[config.mk]
export PLATFORM = sky130hd
export DESIGN_NAME = conv_clock_select_sequencer
export DESIGN_NICKNAME = d
export VERILOG_FILES = /design/src/rtl/conv_clock_select_tad_gen.v /design/src/rtl/conv_clock_select_sequencer.v
export VERILOG_INCLUDE_DIRS = /design/src /design/src/rtl
export SDC_FILE = /design/constraint.sdc
export NUM_CORES = 1
export LEC_CHECK = 0
export BUFFER_PORTS_ARGS = -buffer_cell sky130_fd_sc_hd__buf_2
export CORE_MARGIN = 2
export CORE_UTILIZATION = 45
export CTS_BUF_LIST = sky130_fd_sc_hd__clkbuf_16
export DETAILED_ROUTE_END_ITERATION = 10
export GPL_TIMING_DRIVEN = 0
export HOLD_SLACK_MARGIN = 0.1
export PLACE_DENSITY = 0.73
export SYNTH_ARGS = -nofsm -noshare
export SYNTH_HDL_FRONTEND = slang
export SYNTH_HIERARCHICAL = 1
export SYNTH_SLANG_ARGS = --single-unit
export TNS_END_PERCENT = 20
[constraint.sdc]
create_clock -name pclk -period 3.3 [get_ports pclk]
set_clock_uncertainty 0.05 [all_clocks]
set_input_delay 0.33 -clock pclk [delete_from_list [all_inputs] [get_ports pclk]]
set_output_delay 0.33 -clock pclk [all_outputs]
set_load 0.01 [all_outputs]
[src/rtl/conv_clock_select_regs.vh]
// register map, field positions and timing constants of the conversion sequencer
`ifndef CONV_CLOCK_SELECT_REGS_VH
`define CONV_CLOCK_SELECT_REGS_VH

// ****************************************************************
// register indexes (byte address is four times the index)
// ****************************************************************
`define CONV_CLOCK_SELECT_IDX_CORE_IRQ 8'h0B
`define CONV_CLOCK_SELECT_IDX_IRQ_FLAGS 8'h0C
`define CONV_CLOCK_SELECT_IDX_RES_HIGH 8'h1E
`define CONV_CLOCK_SELECT_IDX_CTRL 8'h1F
`define CONV_CLOCK_SELECT_IDX_IRQ_EN 8'h8C
`define CONV_CLOCK_SELECT_IDX_PIN_SEL 8'h91
`define CONV_CLOCK_SELECT_IDX_RES_LOW 8'h9E
`define CONV_CLOCK_SELECT_IDX_CLK_SEL 8'h9F
`define CONV_CLOCK_SELECT_ADDR_W 10

// ****************************************************************
// reset values
// ****************************************************************
`define CONV_CLOCK_SELECT_RST_CORE_IRQ 8'h00
`define CONV_CLOCK_SELECT_RST_IRQ_FLAGS 8'h00
`define CONV_CLOCK_SELECT_RST_CTRL 8'h00
`define CONV_CLOCK_SELECT_RST_IRQ_EN 8'h00
`define CONV_CLOCK_SELECT_RST_PIN_SEL 8'hFF
`define CONV_CLOCK_SELECT_RST_CLK_SEL 8'h00

// ****************************************************************
// field positions
// ****************************************************************
`define CONV_CLOCK_SELECT_CTRL_POWER 0
`define CONV_CLOCK_SELECT_CTRL_GO 1
`define CONV_CLOCK_SELECT_CTRL_CHAN_LO 2
`define CONV_CLOCK_SELECT_CTRL_CHAN_HI 4
`define CONV_CLOCK_SELECT_CTRL_POS_REF 5
`define CONV_CLOCK_SELECT_CTRL_NEG_REF 6
`define CONV_CLOCK_SELECT_CTRL_JUSTIFY 7
`define CONV_CLOCK_SELECT_CLK_SEL_LO 4
`define CONV_CLOCK_SELECT_CLK_SEL_HI 6
`define CONV_CLOCK_SELECT_CLK_SEL_MASK 8'h70
`define CONV_CLOCK_SELECT_DONE_BIT 6
`define CONV_CLOCK_SELECT_GLOBAL_EN_BIT 7
`define CONV_CLOCK_SELECT_PERIPH_GATE_BIT 6

// ****************************************************************
// conversion clock dividers and conversion length
// ****************************************************************
`define CONV_CLOCK_SELECT_DIV_2 6'h01
`define CONV_CLOCK_SELECT_DIV_4 6'h03
`define CONV_CLOCK_SELECT_DIV_8 6'h07
`define CONV_CLOCK_SELECT_DIV_16 6'h0F
`define CONV_CLOCK_SELECT_DIV_32 6'h1F
`define CONV_CLOCK_SELECT_DIV_64 6'h3F
`define CONV_CLOCK_SELECT_RC_CODE 2'h3
`define CONV_CLOCK_SELECT_RES_BITS 10
`define CONV_CLOCK_SELECT_TOP_BIT 4'h9
`define CONV_CLOCK_SELECT_TRIAL_START 10'h200
`define CONV_CLOCK_SELECT_MSB_HI 9
`define CONV_CLOCK_SELECT_MSB_LO 8

`endif

[src/rtl/conv_clock_select_tad_gen.v]
// conversion bit period tick generator
`timescale 1ns/1ps
`default_nettype none
`include "conv_clock_select_regs.vh"

module conv_clock_select_tad_gen
(
  input wire pclk,
  input wire presetn,
  input wire clk_en,
  input wire run,
  input wire [2:0] clk_sel,
  input wire rc_tick,
  output reg tad_tick
);

  reg [5:0] cnt_reg;
  reg [5:0] div_last;

  // terminal count from the clock select field
  always @*
  begin
    case (clk_sel)
      3'h0: div_last = `CONV_CLOCK_SELECT_DIV_2;
      3'h1: div_last = `CONV_CLOCK_SELECT_DIV_8;
      3'h2: div_last = `CONV_CLOCK_SELECT_DIV_32;
      3'h4: div_last = `CONV_CLOCK_SELECT_DIV_4;
      3'h5: div_last = `CONV_CLOCK_SELECT_DIV_16;
      3'h6: div_last = `CONV_CLOCK_SELECT_DIV_64;
      default: div_last = `CONV_CLOCK_SELECT_DIV_2;
    endcase
  end

  // divider; the rc source uses the oscillator tick directly
  always @(posedge pclk or negedge presetn)
  begin
    if (!presetn)
    begin
      cnt_reg <= 6'h00;
      tad_tick <= 1'b0;
    end
    else if (clk_en)
    begin
      if (!run)
      begin
        cnt_reg <= 6'h00;
        tad_tick <= 1'b0;
      end
      else if (clk_sel[1:0] == `CONV_CLOCK_SELECT_RC_CODE)
      begin
        cnt_reg <= 6'h00;
        tad_tick <= rc_tick;
      end
      else if (cnt_reg == div_last)
      begin
        cnt_reg <= 6'h00;
        tad_tick <= 1'b1;
      end
      else
      begin
        cnt_reg <= cnt_reg + 6'h01;
        tad_tick <= 1'b0;
      end
    end
  end

endmodule
`default_nettype wire

[src/rtl/conv_clock_select_sequencer.v]
// conversion sequencer: apb registers, sar control, sleep and reset behaviour
//
// Contract
// - writing the start bit requests conversion
// - completion clears start bit, loads results
// - done flag set by hardware, software clears
// - one bit per selected bit period
// - result has ten bits
// - rc clock delays start one instruction
// - enabled completion during sleep wakes core
// - wake branches to vector if global enable
// - disabled completion in sleep powers converter down
// - sleep aborts non-rc conversion, power bit kept
// - reset clears control, keeps result registers
// - justify bit selects result alignment
// - clock select decode with rc code
// - power bit runs or shuts converter
//
// The implementer's own choice: the APB interface to the registers.
`timescale 1ns/1ps
`default_nettype none
`include "conv_clock_select_regs.vh"

module conv_clock_select_sequencer
(
  input wire pclk,
  input wire presetn,
  input wire clk_en,
  input wire psel,
  input wire penable,
  input wire pwrite,
  input wire [`CONV_CLOCK_SELECT_ADDR_W-1:0] paddr,
  input wire [31:0] pwdata,
  output reg [31:0] prdata,
  output reg pready,
  output reg pslverr,
  input wire sleep_mode,
  input wire instr_tick,
  input wire rc_tick,
  input wire comp_high,
  output reg [`CONV_CLOCK_SELECT_RES_BITS-1:0] sar_trial,
  output reg sample_en,
  output reg converter_live,
  output reg [2:0] channel_sel,
  output reg pos_reference_select,
  output reg neg_reference_select,
  output reg [7:0] analog_pin_mask,
  output reg irq_request,
  output reg wake_pulse,
  output reg vector_branch
);

  // ****************************************************************
  // states
  // ****************************************************************
  localparam ST_IDLE = 3'h0;
  localparam ST_WAIT_INSTR = 3'h1;
  localparam ST_SETUP = 3'h2;
  localparam ST_BITS = 3'h3;
  localparam ST_FINISH = 3'h4;

  // ****************************************************************
  // registers
  // ****************************************************************
  reg [7:0] core_irq_control_reg;
  reg [7:0] irq_flags_reg;
  reg [7:0] irq_enables_reg;
  reg [7:0] pin_select_reg;
  reg [7:0] ctrl_reg;
  reg [7:0] clk_sel_reg;
  reg [7:0] result_high_reg;
  reg [7:0] result_low_reg;
  reg [2:0] state_reg;
  reg [3:0] bit_idx_reg;
  reg powered_down_reg;
  reg [31:0] rd_mux;
  reg mapped;

  wire [7:0] index = paddr[`CONV_CLOCK_SELECT_ADDR_W-1:2];
  wire word_ok = (paddr[1:0] == 2'h0);
  wire setup_ph = psel && !penable;
  wire wr_commit = psel && penable && pready && pwrite && !pslverr;
  wire [2:0] conv_clk_sel = clk_sel_reg[`CONV_CLOCK_SELECT_CLK_SEL_HI:`CONV_CLOCK_SELECT_CLK_SEL_LO];
  wire rc_selected = (conv_clk_sel[1:0] == `CONV_CLOCK_SELECT_RC_CODE);
  wire power_on = ctrl_reg[`CONV_CLOCK_SELECT_CTRL_POWER];
  wire done_ie = irq_enables_reg[`CONV_CLOCK_SELECT_DONE_BIT];
  wire busy = (state_reg != ST_IDLE);
  wire run_tad = (state_reg == ST_SETUP) || (state_reg == ST_BITS);
  wire tad_tick;

  // ****************************************************************
  // write strobes and conversion events
  // ****************************************************************
  wire wr_ctrl = wr_commit && (index == `CONV_CLOCK_SELECT_IDX_CTRL);
  wire wr_flags = wr_commit && (index == `CONV_CLOCK_SELECT_IDX_IRQ_FLAGS);
  wire start_req = wr_ctrl && pwdata[`CONV_CLOCK_SELECT_CTRL_GO] && pwdata[`CONV_CLOCK_SELECT_CTRL_POWER];
  wire abort_sw = wr_ctrl && !pwdata[`CONV_CLOCK_SELECT_CTRL_GO];
  // power bit as this cycle's write leaves it, so power-on plus start is not lost
  wire power_next = wr_ctrl ? pwdata[`CONV_CLOCK_SELECT_CTRL_POWER] : power_on;
  wire sleep_abort = sleep_mode && !rc_selected && busy;
  wire last_bit = (state_reg == ST_BITS) && tad_tick && (bit_idx_reg == 4'h0);
  wire conv_done = (state_reg == ST_FINISH);

  // ****************************************************************
  // bit period generator
  // ****************************************************************
  conv_clock_select_tad_gen u_tad
  (
    .pclk(pclk),
    .presetn(presetn),
    .clk_en(clk_en),
    .run(run_tad),
    .clk_sel(conv_clk_sel),
    .rc_tick(rc_tick),
    .tad_tick(tad_tick)
  );

  // ****************************************************************
  // read data decode
  // ****************************************************************
  always @*
  begin
    rd_mux = 32'h0000_0000;
    mapped = word_ok;
    case (index)
      `CONV_CLOCK_SELECT_IDX_CORE_IRQ: rd_mux[7:0] = core_irq_control_reg;
      `CONV_CLOCK_SELECT_IDX_IRQ_FLAGS: rd_mux[7:0] = irq_flags_reg;
      `CONV_CLOCK_SELECT_IDX_RES_HIGH: rd_mux[7:0] = result_high_reg;
      `CONV_CLOCK_SELECT_IDX_CTRL: rd_mux[7:0] = ctrl_reg;
      `CONV_CLOCK_SELECT_IDX_IRQ_EN: rd_mux[7:0] = irq_enables_reg;
      `CONV_CLOCK_SELECT_IDX_PIN_SEL: rd_mux[7:0] = pin_select_reg;
      `CONV_CLOCK_SELECT_IDX_RES_LOW: rd_mux[7:0] = result_low_reg;
      `CONV_CLOCK_SELECT_IDX_CLK_SEL: rd_mux[7:0] = clk_sel_reg;
      default: mapped = 1'b0;
    endcase
  end

  // ****************************************************************
  // apb answer: no wait states, registered outputs
  // ****************************************************************
  always @(posedge pclk or negedge presetn)
  begin
    if (!presetn)
    begin
      prdata <= 32'h0000_0000;
      pready <= 1'b0;
      pslverr <= 1'b0;
    end
    else if (clk_en)
    begin
      if (setup_ph)
      begin
        pready <= 1'b1;
        pslverr <= !mapped;
        prdata <= (mapped && !pwrite) ? rd_mux : 32'h0000_0000;
      end
      else
      begin
        pready <= 1'b0;
        pslverr <= 1'b0;
      end
    end
  end

  // ****************************************************************
  // software registers
  // ****************************************************************
  always @(posedge pclk or negedge presetn)
  begin
    if (!presetn)
    begin
      core_irq_control_reg <= `CONV_CLOCK_SELECT_RST_CORE_IRQ;
      irq_enables_reg <= `CONV_CLOCK_SELECT_RST_IRQ_EN;
      pin_select_reg <= `CONV_CLOCK_SELECT_RST_PIN_SEL;
      clk_sel_reg <= `CONV_CLOCK_SELECT_RST_CLK_SEL;
    end
    else if (clk_en && wr_commit)
    begin
      case (index)
        `CONV_CLOCK_SELECT_IDX_CORE_IRQ: core_irq_control_reg <= pwdata[7:0];
        `CONV_CLOCK_SELECT_IDX_IRQ_EN: irq_enables_reg <= pwdata[7:0];
        `CONV_CLOCK_SELECT_IDX_PIN_SEL: pin_select_reg <= pwdata[7:0];
        `CONV_CLOCK_SELECT_IDX_CLK_SEL: clk_sel_reg <= pwdata[7:0] & `CONV_CLOCK_SELECT_CLK_SEL_MASK;
        default: core_irq_control_reg <= core_irq_control_reg;
      endcase
    end
  end

  // ****************************************************************
  // flag register: hardware set beats software clear
  // ****************************************************************
  always @(posedge pclk or negedge presetn)
  begin
    if (!presetn)
      irq_flags_reg <= `CONV_CLOCK_SELECT_RST_IRQ_FLAGS;
    else if (clk_en)
    begin
      if (wr_flags)
        irq_flags_reg <= pwdata[7:0];
      if (conv_done)
        irq_flags_reg[`CONV_CLOCK_SELECT_DONE_BIT] <= 1'b1;
    end
  end

  // ****************************************************************
  // control register: start bit cleared by hardware on finish
  // ****************************************************************
  always @(posedge pclk or negedge presetn)
  begin
    if (!presetn)
      ctrl_reg <= `CONV_CLOCK_SELECT_RST_CTRL;
    else if (clk_en)
    begin
      if (wr_ctrl)
      begin
        ctrl_reg <= pwdata[7:0];
        ctrl_reg[`CONV_CLOCK_SELECT_CTRL_GO] <= start_req;
      end
      if (conv_done || sleep_abort)
        ctrl_reg[`CONV_CLOCK_SELECT_CTRL_GO] <= 1'b0;
    end
  end

  // ****************************************************************
  // conversion state machine and successive approximation
  // ****************************************************************
  always @(posedge pclk or negedge presetn)
  begin
    if (!presetn)
    begin
      state_reg <= ST_IDLE;
      bit_idx_reg <= 4'h0;
      sar_trial <= {`CONV_CLOCK_SELECT_RES_BITS{1'b0}};
    end
    else if (clk_en)
    begin
      if (sleep_abort || abort_sw || !power_next)
        state_reg <= ST_IDLE;
      else
      begin
        case (state_reg)
          ST_IDLE:
          begin
            if (start_req)
              state_reg <= rc_selected ? ST_WAIT_INSTR : ST_SETUP;
          end
          ST_WAIT_INSTR:
          begin
            if (instr_tick)
              state_reg <= ST_SETUP;
          end
          ST_SETUP:
          begin
            if (tad_tick)
            begin
              state_reg <= ST_BITS;
              bit_idx_reg <= `CONV_CLOCK_SELECT_TOP_BIT;
              sar_trial <= `CONV_CLOCK_SELECT_TRIAL_START;
            end
          end
          ST_BITS:
          begin
            if (tad_tick)
            begin
              // keep or drop the bit under test, then try the next one
              sar_trial[bit_idx_reg] <= comp_high;
              if (bit_idx_reg != 4'h0)
                sar_trial[bit_idx_reg - 4'h1] <= 1'b1;
              bit_idx_reg <= bit_idx_reg - 4'h1;
              if (last_bit)
                state_reg <= ST_FINISH;
            end
          end
          ST_FINISH:
            state_reg <= ST_IDLE;
          default:
            state_reg <= ST_IDLE;
        endcase
      end
    end
  end

  // ****************************************************************
  // result registers: no reset, they survive device reset
  // ****************************************************************
  always @(posedge pclk)
  begin
    if (clk_en && conv_done)
    begin
      if (ctrl_reg[`CONV_CLOCK_SELECT_CTRL_JUSTIFY])
      begin
        result_high_reg <= {6'h00, sar_trial[`CONV_CLOCK_SELECT_MSB_HI:`CONV_CLOCK_SELECT_MSB_LO]};
        result_low_reg <= sar_trial[7:0];
      end
      else
      begin
        result_high_reg <= sar_trial[`CONV_CLOCK_SELECT_MSB_HI:2];
        result_low_reg <= {sar_trial[1:0], 6'h00};
      end
    end
  end

  // ****************************************************************
  // sleep power down and wake signalling
  // ****************************************************************
  always @(posedge pclk or negedge presetn)
  begin
    if (!presetn)
    begin
      powered_down_reg <= 1'b0;
      wake_pulse <= 1'b0;
      vector_branch <= 1'b0;
    end
    else if (clk_en)
    begin
      wake_pulse <= conv_done && sleep_mode && done_ie;
      if (conv_done && sleep_mode && done_ie)
        vector_branch <= core_irq_control_reg[`CONV_CLOCK_SELECT_GLOBAL_EN_BIT];
      if (!sleep_mode)
        powered_down_reg <= 1'b0;
      else if ((conv_done && !done_ie) || sleep_abort)
        powered_down_reg <= 1'b1;
    end
  end

  // ****************************************************************
  // registered analog side outputs and interrupt request
  // ****************************************************************
  always @(posedge pclk or negedge presetn)
  begin
    if (!presetn)
    begin
      converter_live <= 1'b0;
      sample_en <= 1'b0;
      channel_sel <= 3'h0;
      pos_reference_select <= 1'b0;
      neg_reference_select <= 1'b0;
      analog_pin_mask <= `CONV_CLOCK_SELECT_RST_PIN_SEL;
      irq_request <= 1'b0;
    end
    else if (clk_en)
    begin
      converter_live <= power_on && !powered_down_reg;
      sample_en <= power_on && !powered_down_reg && !run_tad;
      channel_sel <= ctrl_reg[`CONV_CLOCK_SELECT_CTRL_CHAN_HI:`CONV_CLOCK_SELECT_CTRL_CHAN_LO];
      pos_reference_select <= ctrl_reg[`CONV_CLOCK_SELECT_CTRL_POS_REF];
      neg_reference_select <= ctrl_reg[`CONV_CLOCK_SELECT_CTRL_NEG_REF];
      analog_pin_mask <= pin_select_reg;
      irq_request <= irq_flags_reg[`CONV_CLOCK_SELECT_DONE_BIT] && done_ie
        && core_irq_control_reg[`CONV_CLOCK_SELECT_PERIPH_GATE_BIT];
    end
  end

endmodule
`default_nettype wire

Yosys cells after proc, flatten, opt, wreduce, memory -nomap -nowiden
Cells that the tools add are included.
- shift-type cells: 0
- bitwise logic cells: 2
- multipliers: 0
- mux-type cells: 41
- reductions and logical operators: 63
- magnitude comparators: 4
- divide/modulo/power cells: 0
- add/subtract/negate cells: 2
- equal/unequal tests: 27
- operator list (kind ; count):
    8-bit one-hot mux with 8 select lines ; 1
    8-bit equality test, second input constant ; 4
    10-bit 2-to-1 mux ; 3
    6-bit one-hot mux with 5 select lines ; 1
    1-bit logical AND ; 26
    2-bit AND reduction ; 11
    10-bit one-hot mux with 2 select lines ; 1
    3-bit 2-to-1 mux ; 6
    6-bit 2-to-1 mux ; 3
    8-bit by 4-bit equality test with 1-bit output, second input constant ; 2
    8-bit by 5-bit equality test with 1-bit output, second input constant ; 2
    8-bit 2-to-1 mux ; 2
    1-bit 2-to-1 mux ; 13
    3-bit equality test, second input constant ; 4
    3-bit one-hot mux with 4 select lines ; 1
    10-bit bitwise mux ; 1
    1-bit logical NOT ; 10
    4-bit by 5-bit < comparator with 1-bit output, second input constant ; 2
    10-bit bitwise OR ; 1
    3-bit by 2-bit equality test with 1-bit output, second input constant ; 3
    1-bit demux with 4-bit select ; 2
    4-bit by 1-bit >= comparator with 1-bit output, second input constant ; 2
    4-bit 2-to-1 mux ; 2
    4-bit one-hot mux with 2 select lines ; 1
    other kinds (22) ; 35
- memories: 0
- flip-flop bits (word level): 136
- bits in writable memories: 0
- latch bits: 0
- memory bits (read-only): 0
- word-level logic and storage cells: 169

Longest topological paths before layout
- depth in word-level cells: 10
- gate-level depth with buffers: 8
- mapped depth without buffers: 7

By module
The synthesis kept the hierarchy.
- modules (own cells, without submodules) (module ; instances ; area an instance (µm²) ; sequential area each (µm²) ; cells each):
    conv_clock_select_sequencer ; 1 ; 5431.5 ; 2727.6 ; 465
    conv_clock_select_tad_gen ; 1 ; 566.8 ; 175.2 ; 54

Least setup slack after synthesis
No wires, ideal clock.
- path type: register -> register
- start: register state_reg[1]
- end: register vector_branch
- arrival: 2.628 ns
- setup slack: 0.497 ns
- required time: 3.125 ns
- path buffers: 1
- setup time: 0.125 ns
- cell stages (with the launch flop): 6
- period minus slack after synthesis: 2.803 ns
- cells stage by stage: dfrtp_1 > or2_2 > clkbuf_1 > nor3_1 > nand3_1 > mux2_2
- word-level cells in the longest chain between the ends: 4
- RTL lines (what ; RTL line ; source):
    start: declaration ; conv_clock_select_sequencer.v:73 ; reg [2:0] state_reg;
    start signal: assignment ; conv_clock_select_sequencer.v:245 ; state_reg <= rc_selected ? ST_WAIT_INSTR : ST_SETUP;
    3-bit equality test ; conv_clock_select_sequencer.v:102 ; wire conv_done = (state_reg == ST_FINISH);
    1-bit logical AND (2 in a row) ; conv_clock_select_sequencer.v:317 ; if (conv_done && sleep_mode && done_ie)
    2-bit AND reduction (no source line) ; n/a ;
    end signal: assignment ; conv_clock_select_sequencer.v:318 ; vector_branch <= core_irq_control_reg[`CONV_CLOCK_SELECT_GLOBAL_EN_BIT];
    end: declaration ; conv_clock_select_sequencer.v:50 ; output reg vector_branch
Every way passes these cells.
A chain may end at the register's enable or synchronous reset.

Worst setup path after layout
- start: register clk_sel_reg[5]
- end: register u_tad.cnt_reg[2]
- word-level cells in the longest chain between the ends: 6
- RTL lines (what ; RTL line ; source):
    start: declaration ; conv_clock_select_sequencer.v:70 ; reg [7:0] clk_sel_reg;
    start signal: assignment ; conv_clock_select_sequencer.v:175 ; clk_sel_reg <= `CONV_CLOCK_SELECT_RST_CLK_SEL;
    start signal: assignment ; conv_clock_select_sequencer.v:183 ; `CONV_CLOCK_SELECT_IDX_CLK_SEL: clk_sel_reg <= pwdata[7:0] & `CONV_CLOCK_SELECT_CLK_SEL_MASK;
    3-bit equality test, or another cell as far along ; conv_clock_select_tad_gen.v:23 ; case (clk_sel)
    6-bit one-hot mux with 5 select lines ; conv_clock_select_tad_gen.v:23 ;
    6-bit equality test ; conv_clock_select_tad_gen.v:54 ; else if (cnt_reg == div_last)
    6-bit 2-to-1 mux ; conv_clock_select_tad_gen.v:54 ;
    6-bit 2-to-1 mux (*) ; conv_clock_select_tad_gen.v:49 ; else if (clk_sel[1:0] == `CONV_CLOCK_SELECT_RC_CODE)
    6-bit 2-to-1 mux (*) ; conv_clock_select_tad_gen.v:44 ; if (!run)
    end signal: assignment ; conv_clock_select_tad_gen.v:61 ; cnt_reg <= cnt_reg + 6'h01;
    end: declaration ; conv_clock_select_tad_gen.v:17 ; reg [5:0] cnt_reg;
Mark *: on every way between the ends. The rest lies on a longest branch, timed or not.

==> results.cfg <==
[outcome]
status = completed

[placed_design]
place.gp.congestion = 0.882
port_buffers = 64
dp_hpwl_um = 10400

[critical_path]
crit_chain = inv_1 > ha_1 > nor2b_1 > or4_4 > a221oi_4 > a21oi_2 > a311o_1
critPathLaunchType = flip-flop
critical-path-max-stage-delay_ns = 0.69
cp_max_fo = 13
critPathKind = flip-flop to flip-flop
slowest_stage = dfrtp_1
crit_buf_inv = 1
crit_family = compound AO/OA/AOI/OAI gates
cp_data_arrival_time_ns = 2.86
cp.required_ns = 3.49
worst_setup_path_end_kind = flip-flop

[logic_synthesis]
synth_seq_area_share_pct = 48.4
ys_warn_count = 6
async_reset_ff_share_pct = 85.7
ys_ff_latch = 112
synth_flop_cell = dfrtp_1
synth_area_mm2 = 0.00600
synth.avg_cell_area_um2 = 11.6
synth_cells = 519
synth-edff-count = 16
synth.distinct_cells = 77

[timing]
tightest_slew_ns = 0.740
setup_tns_ns = 0
timing.final.crit_share_pct = 80.7
min_period_ns = 2.66
rsz0062_at_grt = false
fmax_mhz = 375
max_slew_margin_pct = 50.7
finalSetupViolations = 0
hold_viol = 0
hold_ws_ns = 0.172
slew_violations = 0

[cts]
post-cts-setup-buffers = 0
hold_buffers = 1
clock_path_buffers = 2
cts-buffers-inserted = 9
h-tree-depth = 3
cts.sinks = 112
clock-root-buffer = clkbuf_16
cts_resized = 0
worstSkewPairLatency_ns = 0.36
path_clk_slew_ns = 0.07
tritoncts = yes

[floorplanning]
io_pins = 114
die-area_mm2 = 0.0143
die_w_um = 119
rows = 42
core_area_mm2 = 0.0131
die_h_um = 119
start_util_pct = 45.7

[power]
p_clk_share_pct = 40.0
power_density_mw_per_mm2 = 374
switching_share_pct = 23.8
p_leak_nw = 3.29
p_sw_mw = 0.619
p_total_mw = 2.60
ir_drop_uv = 214
pwr-share-seq_pct = 54.0
p_int_mw = 1.98
comb_power_share_pct = 6.0

[grt]
grt_pass1_vias = 4466
antenna_found_initial = 0
grt_use_total_pct = 20.9
grt_max_degree = 50
gr-total-overflow = 0
grt_first_pass_wirelength_um = 23500

[finish]
area_growth_pct = 16.1
fin_nets = 682
postLayoutCoreUtil_pct = 53.0
drive_gt1_share_pct = 36.0
n_antenna_cell = 0
largest_register_ff_count = 10
top_register = sar_trial

[route]
ant_nets = 0
routed_wl_um = 14100
dr_wl_met2_um = 6980
drt_first_pass_iters = 5
post_drt_wl_per_cell_um = 17.5
drt_iter0_markers = 308
viasPerCell = 5.52
dr_wl_met3_um = 784
routed.top_layer = met4
via_count = 4424
drc = 0
met1Wirelength_um = 6130

[run]
maxCapViolCount = 0

[worst_hold_path]
hp-class = input pin to flip-flop
-- worst register-to-register path: stages, from the launching register on --
cell	delay, ns
dfrtp_1	0.69
inv_1	0.11
ha_1	0.21
nor2b_1	0.16
or4_4	0.44
a221oi_4	0.38
a21oi_2	0.15
a311o_1	0.37
-- power by group through the flow --
| stage | clock (mW) | combinational [mW] | sequential [mW] |
|---|---|---|---|
| after floorplan | 0 | 0.0803 | 1.43 |
| after detailed placement | 0 | 0.155 | 1.43 |
| after global routing | 1.13 | 0.173 | 1.41 |
| after global placement | 0 | 0.148 | 1.43 |
| after CTS | 1.07 | 0.157 | 1.40 |
| final | 1.04 | 0.156 | 1.41 |
-- cell usage after synthesis, types with 4 or more instances --
cell type	count	area (µm²)
o31ai_1	4	30.0
and3_1	5	31.3
a22o_1	11	96.3
and2_1	12	75.1
edfxtp_1	16	480
a211oi_1	4	30.0
mux2i_1	6	60.1
clkbuf_1	11	41.3
buf_4	24	180
nand3_1	14	70.1
a22oi_1	12	90.1
nor2_1	20	75.1
buf_2	7	35.0
nand4_1	8	50.1
nor2b_1	17	106
ha_1	10	125
dfstp_2	16	420
o21ai_0	29	145
mux2_2	68	766
inv_1	20	75.1
a21oi_1	17	85.1
nand2_1	20	75.1
dfrtp_1	80	2000
nand2b_1	4	25.0
-- stage by stage --
step / setup WS [ns] / std cells / area (µm²)
3_5_place_dp: 0.392 / 784 / 6670
6_report: 0.636 / 801 / 6960
5_1_grt: 0.529 / 801 / 6960
4_1_cts: 0.628 / 801 / 6960
2_1_floorplan: 0.497 / 542 / 6080
3_3_place_gp: -0.352 / 782 / 6630
-- final cells by class --
class	count	area, µm²
inverters	20	75.1
clock inverters	7	55.1
clock buffers	9	225
repair buffers	67	372
fillers	1222	6180
multi-input cells	364	2830
well taps	176	220
plain buffers	46	287
flip-flops and latches	112	2900
-- layer usage --
metal,vias up,global-route usage [%]
met1,2189,28.5
met2,147,33.9
met3,14,4.60
met4,0,5.29
met5,-,0
li1,2074,-
-- path summary, 6_finish.rpt --
kind | startpoint | end | slack, ns | cells after the start
hold reg to reg | sample_en$_DFFE_PN0P_ | sample_en$_DFFE_PN0P_ | 0.44 | 1
min in group asynchronous | presetn | prdata[6]$_DFFE_PN0P_ | 0.48 | 2
hold / removal | sleep_mode | powered_down_reg$_DFFE_PN0P_ | 0.17 | 2
setup / recovery | clk_sel_reg[5]$_DFFE_PN0P_ | u_tad/cnt_reg[2]$_DFFE_PN0P_ | 0.64 | 7
setup reg to reg | clk_sel_reg[5]$_DFFE_PN0P_ | u_tad/cnt_reg[2]$_DFFE_PN0P_ | 0.64 | 7
max in group asynchronous | presetn | pin_select_reg[6]$_DFFE_PN1P_ | 2.02 | 3
-- cells in the final DEF, fill, tap and decap left out, types with 14 or more instances in the layout --
| cell type | count |
|---|---|
| nand2_1 | 20 |
| nand3_1 | 14 |
| nor2b_1 | 17 |
| buf_2 | 70 |
| dfrtp_1 | 80 |
| o21ai_0 | 29 |
| inv_1 | 20 |
| a21oi_1 | 17 |
| conb_1 | 24 |
| dfstp_2 | 16 |
| edfxtp_1 | 16 |
| nor2_1 | 20 |
| mux2_2 | 68 |
| buf_4 | 25 |
-- cell families (layout without fill, tap and decap cells) --
group / after synthesis / in the layout / share of synthesized area (%)
other: 1 / 24 / 0.0625
muxes: 77 / 77 / 14.9
xor gates and xnor gates: 6 / 6 / 1.00
buffers and inverters: 66 / 149 / 6.03
DFF: 112 / 112 / 48.4
and+or+nand+nor: 132 / 132 / 13.2
adders and majority gates: 10 / 10 / 2.09
AOI/OAI and AO/OA: 115 / 115 / 14.3
Note: power is estimated with default switching activity, not from simulation.
